`src/include/pri_pkg.sv`:
```
// Constants and types for the host-side two-wire register port master.
package pri_pkg;

  localparam logic [6:0] SLAVE_ADDR    = 7'h28;
  localparam logic [7:0] ADDR_WR_BYTE  = {SLAVE_ADDR, 1'b0};
  localparam logic [7:0] ADDR_RD_BYTE  = {SLAVE_ADDR, 1'b1};

  localparam int         CLK_PERIOD_NS = 40;
  localparam int         SCL_MAX_KHZ   = 400;
  localparam int         SCL_MIN_PER_NS = 1000000 / SCL_MAX_KHZ;
  // A bit cell is four equal quarters; a least time rounds up.
  localparam int         QTR_CYC_INT   = (SCL_MIN_PER_NS + 4 * CLK_PERIOD_NS - 1)
                                         / (4 * CLK_PERIOD_NS);
  localparam logic [4:0] QTR_LAST      = 5'(QTR_CYC_INT - 1);

  localparam logic [3:0] ACK_SLOT      = 4'h8;
  localparam logic [1:0] BYTE_ADDR     = 2'h0;
  localparam logic [1:0] BYTE_REG      = 2'h1;
  localparam logic [1:0] BYTE_THIRD    = 2'h2;
  localparam logic [1:0] BYTE_RX       = 2'h3;
  localparam logic [1:0] QTR_SDA       = 2'h1;
  localparam logic [1:0] QTR_LAST_IDX  = 2'h3;

  typedef enum logic [1:0] {
    ST_IDLE  = 2'b00,
    ST_START = 2'b01,
    ST_BIT   = 2'b11,
    ST_STOP  = 2'b10
  } pri_state_t;

  typedef struct packed {
    pri_state_t  st;
    logic [1:0]  qtr;
    logic [4:0]  cnt;
    logic [3:0]  bitn;
    logic [1:0]  byte_idx;
    logic [7:0]  shreg;
    logic        rd;
    logic [7:0]  regad;
    logic [7:0]  wdata;
    logic [7:0]  rdata;
    logic        done;
    logic        nack;
    logic        scl_oe;
    logic        sda_oe;
  } pri_regs_t;

endpackage : pri_pkg

```
`src/rtl/pri_host.sv`:
```
// Bus master that writes and reads single registers of the power device.
`timescale 1ns/1ps
`default_nettype none
module pri_host (
  input  wire logic       CLK,
  input  wire logic       RSTN,
  input  wire logic       CE,
  input  wire logic       REQ,
  input  wire logic       REQ_RD,
  input  wire logic [7:0] REQ_REG,
  input  wire logic [7:0] REQ_WDATA,
  output var  logic       READY,
  output var  logic       DONE,
  output var  logic       NACK,
  output var  logic [7:0] RDATA,
  input  wire logic       SCL_I,
  output var  logic       SCL_O,
  output var  logic       SCL_OE,
  input  wire logic       SDA_I,
  output var  logic       SDA_O,
  output var  logic       SDA_OE
);
  import pri_pkg::*;

  pri_regs_t  q;
  pri_regs_t  d;
  logic [1:0] pins_s;
  logic       scl_s;
  logic       sda_s;
  logic       step;
  logic       enter;
  logic       stall;
  logic       rx;

  ////////////////////////////////////////////////////////////////////////////
  pri_sync #(.W(2)) u_sync (
    .clk   (CLK),
    .rst_n (RSTN),
    .ce    (CE),
    .din   ({SCL_I, SDA_I}),
    .dout  (pins_s)
  );
  assign scl_s = pins_s[1];
  assign sda_s = pins_s[0];

  ////////////////////////////////////////////////////////////////////////////
  always_comb begin
    d     = q;
    d.done = 1'b0;
    step  = 1'b0;
    enter = 1'b0;
    // A slave holding SCL low while we release it stretches the low phase.
    stall = q.qtr[1] && !q.scl_oe && !scl_s;
    rx    = (q.byte_idx == BYTE_RX);
    if (q.st == ST_IDLE) begin
      if (REQ) begin
        d.st       = ST_START;
        d.qtr      = 2'h0;
        d.cnt      = 5'h0;
        d.bitn     = 4'h0;
        d.byte_idx = BYTE_ADDR;
        d.shreg    = ADDR_WR_BYTE;
        d.rd       = REQ_RD;
        d.regad    = REQ_REG;
        d.wdata    = REQ_WDATA;
        d.nack     = 1'b0;
        enter      = 1'b1;
      end
    end else if (!stall) begin
      if (q.cnt == QTR_LAST) begin
        d.cnt = 5'h0;
        step  = 1'b1;
      end else begin
        d.cnt = q.cnt + 5'h1;
      end
    end

    if (step) begin
      enter = 1'b1;
      d.qtr = q.qtr + 2'h1;
      if (q.qtr == QTR_LAST_IDX) begin
        unique case (q.st)
          ST_START: begin
            d.st   = ST_BIT;
            d.bitn = 4'h0;
          end
          ST_STOP: begin
            d.st   = ST_IDLE;
            d.done = 1'b1;
          end
          ST_BIT: begin
            if (q.bitn != ACK_SLOT) begin
              // One shifter serves both directions: out of the top, in at the bottom.
              d.shreg = {q.shreg[6:0], sda_s};
              d.bitn  = q.bitn + 4'h1;
            end else begin
              d.bitn = 4'h0;
              if (rx) begin
                d.rdata = q.shreg;
                d.st    = ST_STOP;
              end else if (sda_s) begin
                d.nack = 1'b1;
                d.st   = ST_STOP;
              end else begin
                unique case (q.byte_idx)
                  BYTE_ADDR: begin
                    d.byte_idx = BYTE_REG;
                    d.shreg    = q.regad;
                  end
                  BYTE_REG: begin
                    d.byte_idx = BYTE_THIRD;
                    if (q.rd) begin
                      d.st    = ST_START;
                      d.shreg = ADDR_RD_BYTE;
                    end else begin
                      d.shreg = q.wdata;
                    end
                  end
                  default: begin
                    if (q.rd) begin
                      d.byte_idx = BYTE_RX;
                      d.shreg    = 8'hff;
                    end else begin
                      d.st = ST_STOP;
                    end
                  end
                endcase
              end
            end
          end
          default: d.st = ST_IDLE;
        endcase
      end
    end

    // Line actions on entry to each quarter of the current state.
    if (enter) begin
      unique case (d.st)
        ST_START: begin
          unique case (d.qtr)
            2'h0: d.scl_oe = 1'b1;
            2'h1: d.sda_oe = 1'b0;
            2'h2: d.scl_oe = 1'b0;
            2'h3: d.sda_oe = 1'b1;
          endcase
        end
        ST_BIT: begin
          unique case (d.qtr)
            2'h0: d.scl_oe = 1'b1;
            // SDA moves only a quarter after SCL fell, never while it is high.
            2'h1: d.sda_oe = (d.bitn != ACK_SLOT) && (d.byte_idx != BYTE_RX)
                             && !d.shreg[7];
            2'h2: d.scl_oe = 1'b0;
            2'h3: d.scl_oe = 1'b0;
          endcase
        end
        ST_STOP: begin
          unique case (d.qtr)
            2'h0: d.scl_oe = 1'b1;
            2'h1: d.sda_oe = 1'b1;
            2'h2: d.scl_oe = 1'b0;
            2'h3: d.sda_oe = 1'b0;
          endcase
        end
        default: begin
          d.scl_oe = 1'b0;
          d.sda_oe = 1'b0;
        end
      endcase
    end
  end

  always_ff @(posedge CLK or negedge RSTN) begin
    if (!RSTN) begin
      q <= '0;
    end else if (CE) begin
      q <= d;
    end
  end

  ////////////////////////////////////////////////////////////////////////////
  assign READY  = (q.st == ST_IDLE);
  assign DONE   = q.done;
  assign NACK   = q.nack;
  assign RDATA  = q.rdata;
  assign SCL_O  = 1'b0;
  assign SDA_O  = 1'b0;
  assign SCL_OE = q.scl_oe;
  assign SDA_OE = q.sda_oe;

  ////////////////////////////////////////////////////////////////////////////
  // Helper: cycles since SCL drive last changed, saturating.
  // It freezes with CE, so a paused link is judged in running cycles only.
  localparam int HALF_MIN = 30;
  logic [7:0] edge_cnt_q;
  logic       scl_prev_q;
  always_ff @(posedge CLK or negedge RSTN) begin
    if (!RSTN) begin
      edge_cnt_q <= 8'h00;
      scl_prev_q <= 1'b0;
    end else if (CE) begin
      scl_prev_q <= q.scl_oe;
      if (q.scl_oe != scl_prev_q) begin
        edge_cnt_q <= 8'h00;
      end else if (edge_cnt_q != 8'hff) begin
        edge_cnt_q <= edge_cnt_q + 8'h01;
      end
    end
  end
endmodule : pri_host
`default_nettype wire

```
`src/rtl/pri_sync.sv`:
```
// Two-stage synchroniser for pin levels entering the CLK domain.
`timescale 1ns/1ps
`default_nettype none
module pri_sync #(
  parameter int W = 2
) (
  input  wire logic         clk,
  input  wire logic         rst_n,
  input  wire logic         ce,
  input  wire logic [W-1:0] din,
  output var  logic [W-1:0] dout
);

  // Idle bus reads high, so both stages reset to one.
  for (genvar i = 0; i < W; i++) begin : g_bit
    logic meta_q;
    logic sync_q;
    always_ff @(posedge clk or negedge rst_n) begin
      if (!rst_n) begin
        meta_q <= 1'b1;
        sync_q <= 1'b1;
      end else if (ce) begin
        meta_q <= din[i];
        sync_q <= meta_q;
      end
    end
    assign dout[i] = sync_q;
  end

endmodule : pri_sync
`default_nettype wire

```
`config.mk`:
```
export PLATFORM = sky130hd
export DESIGN_NAME = pri_host
export DESIGN_NICKNAME = d
export VERILOG_FILES = /design/src/include/pri_pkg.sv /design/src/rtl/pri_host.sv /design/src/rtl/pri_sync.sv
export SDC_FILE = /design/constraint.sdc
export NUM_CORES = 1
export LEC_CHECK = 0
export BUFFER_PORTS_ARGS = -buffer_cell sky130_fd_sc_hd__buf_2
export CELL_PAD_IN_SITES_DETAIL_PLACEMENT = 0
export CELL_PAD_IN_SITES_GLOBAL_PLACEMENT = 1
export CORE_MARGIN = 1
export CORE_UTILIZATION = 40
export CTS_CLUSTER_SIZE = 14
export DETAILED_ROUTE_END_ITERATION = 8
export GPL_TIMING_DRIVEN = 0
export PLACE_DENSITY = 0.73
export SLEW_MARGIN = 30
export SYNTH_ARGS = -nofsm -noshare
export SYNTH_HDL_FRONTEND = slang
export SYNTH_HIERARCHICAL = 1
export SYNTH_SLANG_ARGS = --single-unit
```
`constraint.sdc`:
```
create_clock -name CLK -period 3.74 [get_ports CLK]
set_input_delay 0.187 -clock CLK [delete_from_list [all_inputs] [get_ports CLK]]
set_output_delay 0.187 -clock CLK [all_outputs]
set_load 0.005 [all_outputs]
```
==> impl_metrics.yaml <==
pwr:
  power_density_nw_per_um2: 475
  ir_drop_mv: 0.178
  power_mw: 1.70
  p_int_mw: 1.10
  p_leak_nw: 1.72
  pwr-share-clk_pct: 19.7
  netSwitchingFraction_pct: 35.6
  p_sw_uw: 605
  power_frac_comb_pct: 30.9
  p_seq_share_pct: 49.4
cts:
  cts_setup_buffers: 0
  cts-buffers-inserted: 5
  cts_root_buf: "clkbuf_8"
  clock_latency_ns: 0.31
  htree_levels: 2
  cts-resized-gates: 0
  clk_pin_slew_ns: 0.10
  postCtsHoldBufs: 1
  cts_tree: "yes"
  clock_sinks: 56
  cts.path.max_buffers: 2
worst_hold_path:
  holdPathEnd: "q[17]"
  holdCritPathClass: "primary input to flip-flop"
  min-delay-start: "REQ_WDATA[5]"
  min_path_cells: 3
flow_run:
  maxCapViolations: 0
finish:
  n_fill_cell: 790
  syn_to_final_growth_pct: 12.8
  layout-drive-gt1-share_pct: 23.3
  ff_latch_area_um2: 1410
  instances_no_fill: 493
  nets: 417
  num_antenna_cells: 0
  multi_input_area_um2: 1540
timing:
  setup_viol: 0
  skew_ns: 0.0120
  fmax_mhz: 425
  grt_setup_unrepaired: "no"
  period_share_pct: 63.0
  relSlewSlack_pct: 50.7
  worst_pin_slew_ns: 0.737
  slew_viol_final: 0
  tns_ns: 0
  hold_violations: 0
  period_needed_ns: 2.36
critical_path:
  cp.required_ns: 3.95
  cp_cell_sequence: "ha_1, and4b_1, and4_4, buf_6, nand3_4, nor3_4, mux2_2"
  cpPeakStageDelay_ns: 0.40
  crit_type: "flip-flop to flip-flop"
  rrSetupSlack_ns: 1.38
  cp-start-kind: "flip-flop"
  regToRegStartpoint: "q[43]"
  end_kind: "flip-flop"
  cp_slowest_cell: "nor3_4"
  worstPathArrival_ns: 2.57
  critPathMaxFanout: 8
  rr_worst_depth: 7
  r2r_end: "RDATA[5]"
placed_design:
  placed_cells: 484
  dp_hpwl_mm: 5.19
  gp_congestion: 0.807
  io_buffers: 35
floorplanning:
  fp-row-count: 32
  initial_core_util_pct: 41.3
  die_area_um2: 8310
  ioPinCount: 38
  coreArea_um2: 7690
  die_x_um: 91.1
  die_height_um: 91.1
synth:
  avgSynthCellArea_um2: 9.19
  ys_types: 64
  yosysWarnings: 6
  async_flop_share_pct: 100
  synth-edff-count: 0
  synth_seq_cells: 56
  synth_ff_type: "dfrtp_1"
  syn_area_um2: 3180
  ys_seq_area_share_pct: 44.3
  syn_inst: 346
drt:
  drc_errors: 0
  ant_nets: 0
  wirelength_mm: 7.27
  via_count: 2583
  drt_iter0_drc: 165
  viasPerCell: 5.24
  wl_per_cell_um: 14.8
  first_pass_iters: 4
global_routing:
  first_global_vias: 2592
  grt_overflow: 0
  grt_pass1_wl_mm: 13.0
  antenna_found_initial: 0
  grt_max_degree: 57
  grt_use_total_pct: 19.4
run_status:
  status: "completed"
[layer usage]
layer | GRT usage [%] | vias up | share of wire, % | wire (um)
met5 | 0 | - | 0 | 0
met4 | 5.16 | 0 | 0.87 | 63
met3 | 2.93 | 5 | 3.2 | 236
met1 | 27.7 | 1216 | 50 | 3670
met2 | 30.7 | 62 | 45 | 3300
li1 | - | 1300 | - | -
[how the worst max path moves through the flow]
| stage | from | to | cells after the start |
|---|---|---|---|
| 2_1_floorplan | q[43] | RDATA[0] | 7 |
| 3_3_place_gp | q[43] | RDATA[5] | 7 |
| 3_5_place_dp | q[43] | RDATA[5] | 7 |
| 4_1_cts | q[43] | RDATA[5] | 7 |
| 5_1_grt | q[39] | SCL_OE | 9 |
| 6_report | q[43] | RDATA[5] | 7 |
[state kept, by name (all words and copies together) (netlist names)]
register             cells
DONE                     1
SDA_OE                   1
RDATA                    8
q                       40
u_sync/g_bit.sync_q      2
NACK                     1
SCL_OE                   1
u_sync/g_bit.meta_q      2
[cells in the mapped netlist (3+ instances only)]
| cell | number | area, um2 |
|---|---|---|
| a21o_1 | 3 | 22.5 |
| a21oi_1 | 19 | 95.1 |
| a221o_1 | 3 | 30.0 |
| a22o_1 | 3 | 26.3 |
| a22oi_1 | 3 | 22.5 |
| a31oi_1 | 3 | 18.8 |
| a32o_1 | 3 | 30.0 |
| buf_2 | 6 | 30.0 |
| buf_4 | 13 | 97.6 |
| buf_6 | 3 | 33.8 |
| clkbuf_1 | 7 | 26.3 |
| dfrtp_1 | 52 | 1300 |
| dfstp_2 | 4 | 105 |
| ha_1 | 4 | 50.1 |
| inv_1 | 11 | 41.3 |
| mux2_2 | 12 | 135 |
| nand2_1 | 73 | 274 |
| nand2b_1 | 5 | 31.3 |
| nand3_1 | 9 | 45.0 |
| nor2_1 | 18 | 67.6 |
| nor2b_1 | 6 | 37.5 |
| nor3_1 | 3 | 15.0 |
| o21a_1 | 3 | 22.5 |
| o21ai_0 | 19 | 95.1 |
| o22ai_1 | 8 | 50.1 |
[kinds of logic (layout without fill, tap and decap cells)]
logic type | after synthesis | after routing | synth area share (%)
other | 1 | 2 | 0.118
buffers and inverters | 42 | 86 | 7.44
flip-flops | 56 | 56 | 44.3
multiplexers | 16 | 16 | 5.71
AO/OA/AOI/OAI | 89 | 89 | 18.9
adder cells (fa/ha/maj) | 4 | 4 | 1.57
AND/OR/NAND/NOR | 138 | 138 | 22.0
[final cells by class]
cell class                 instances  area share, %
multi-input combinational        249           42.9
sequential                        56           39.2
buffer                            31           5.45
timing repair buffer              36           5.24
tap                              102           3.56
clock buffer                       6           2.03
inverter                          11           1.15
clock inverter                     2          0.384
[power groups by stage]
stage,Combinational [mW],Clock (mW),Sequential [mW]
3_3_place_gp,0.514,0,0.849
2_1_floorplan,0.394,0,0.821
5_1_grt,0.598,0.372,0.861
4_1_cts,0.522,0.349,0.839
3_5_place_dp,0.518,0,0.851
6_report,0.525,0.335,0.841
[critical path, delay by kind of cell, from the launching register on]
kind | cells | cell delay [ns]
simple gates | 4 | 1.12
mux | 1 | 0.38
flops | 1 | 0.39
fa+ha+maj | 1 | 0.23
buf+inv | 1 | 0.14
[cells in the final DEF (no fill, tap or decap), drive strengths merged, types with 3 or more instances in the layout]
master | Yosys | routed
a21o | 3 | 3
a21oi | 19 | 19
a221o | 3 | 3
a22o | 3 | 3
a22oi | 3 | 3
a31oi | 3 | 3
a32o | 3 | 3
buf | 24 | 59
clkbuf | 7 | 13
dfrtp | 52 | 52
dfstp | 4 | 4
ha | 4 | 4
inv | 11 | 12
mux2 | 14 | 14
nand2 | 74 | 74
nand2b | 5 | 5
nand3 | 10 | 10
nand3b | 3 | 3
nor2 | 19 | 19
nor2b | 6 | 6
nor3 | 4 | 4
nor3b | 3 | 3
o21a | 3 | 3
o21ai | 20 | 20
o22ai | 8 | 8
or3b | 3 | 3
[per-stage QoR]
step | utilization, % | cell area (um2) | setup slack [ns] | hold slack [ns]
final | 46.6 | 3580 | 1.38 | 0.0506
after global routing | 46.6 | 3580 | 1.17 | 0.0496
after CTS | 46.6 | 3580 | 1.36 | 0.0456
after detailed placement | 45.4 | 3490 | 1.36 | 0.294
after global placement | 45.3 | 3480 | 1.38 | 0.376
after floorplan | - | 3180 | 1.64 | -0.109
Power figures use the tool's default switching activity.
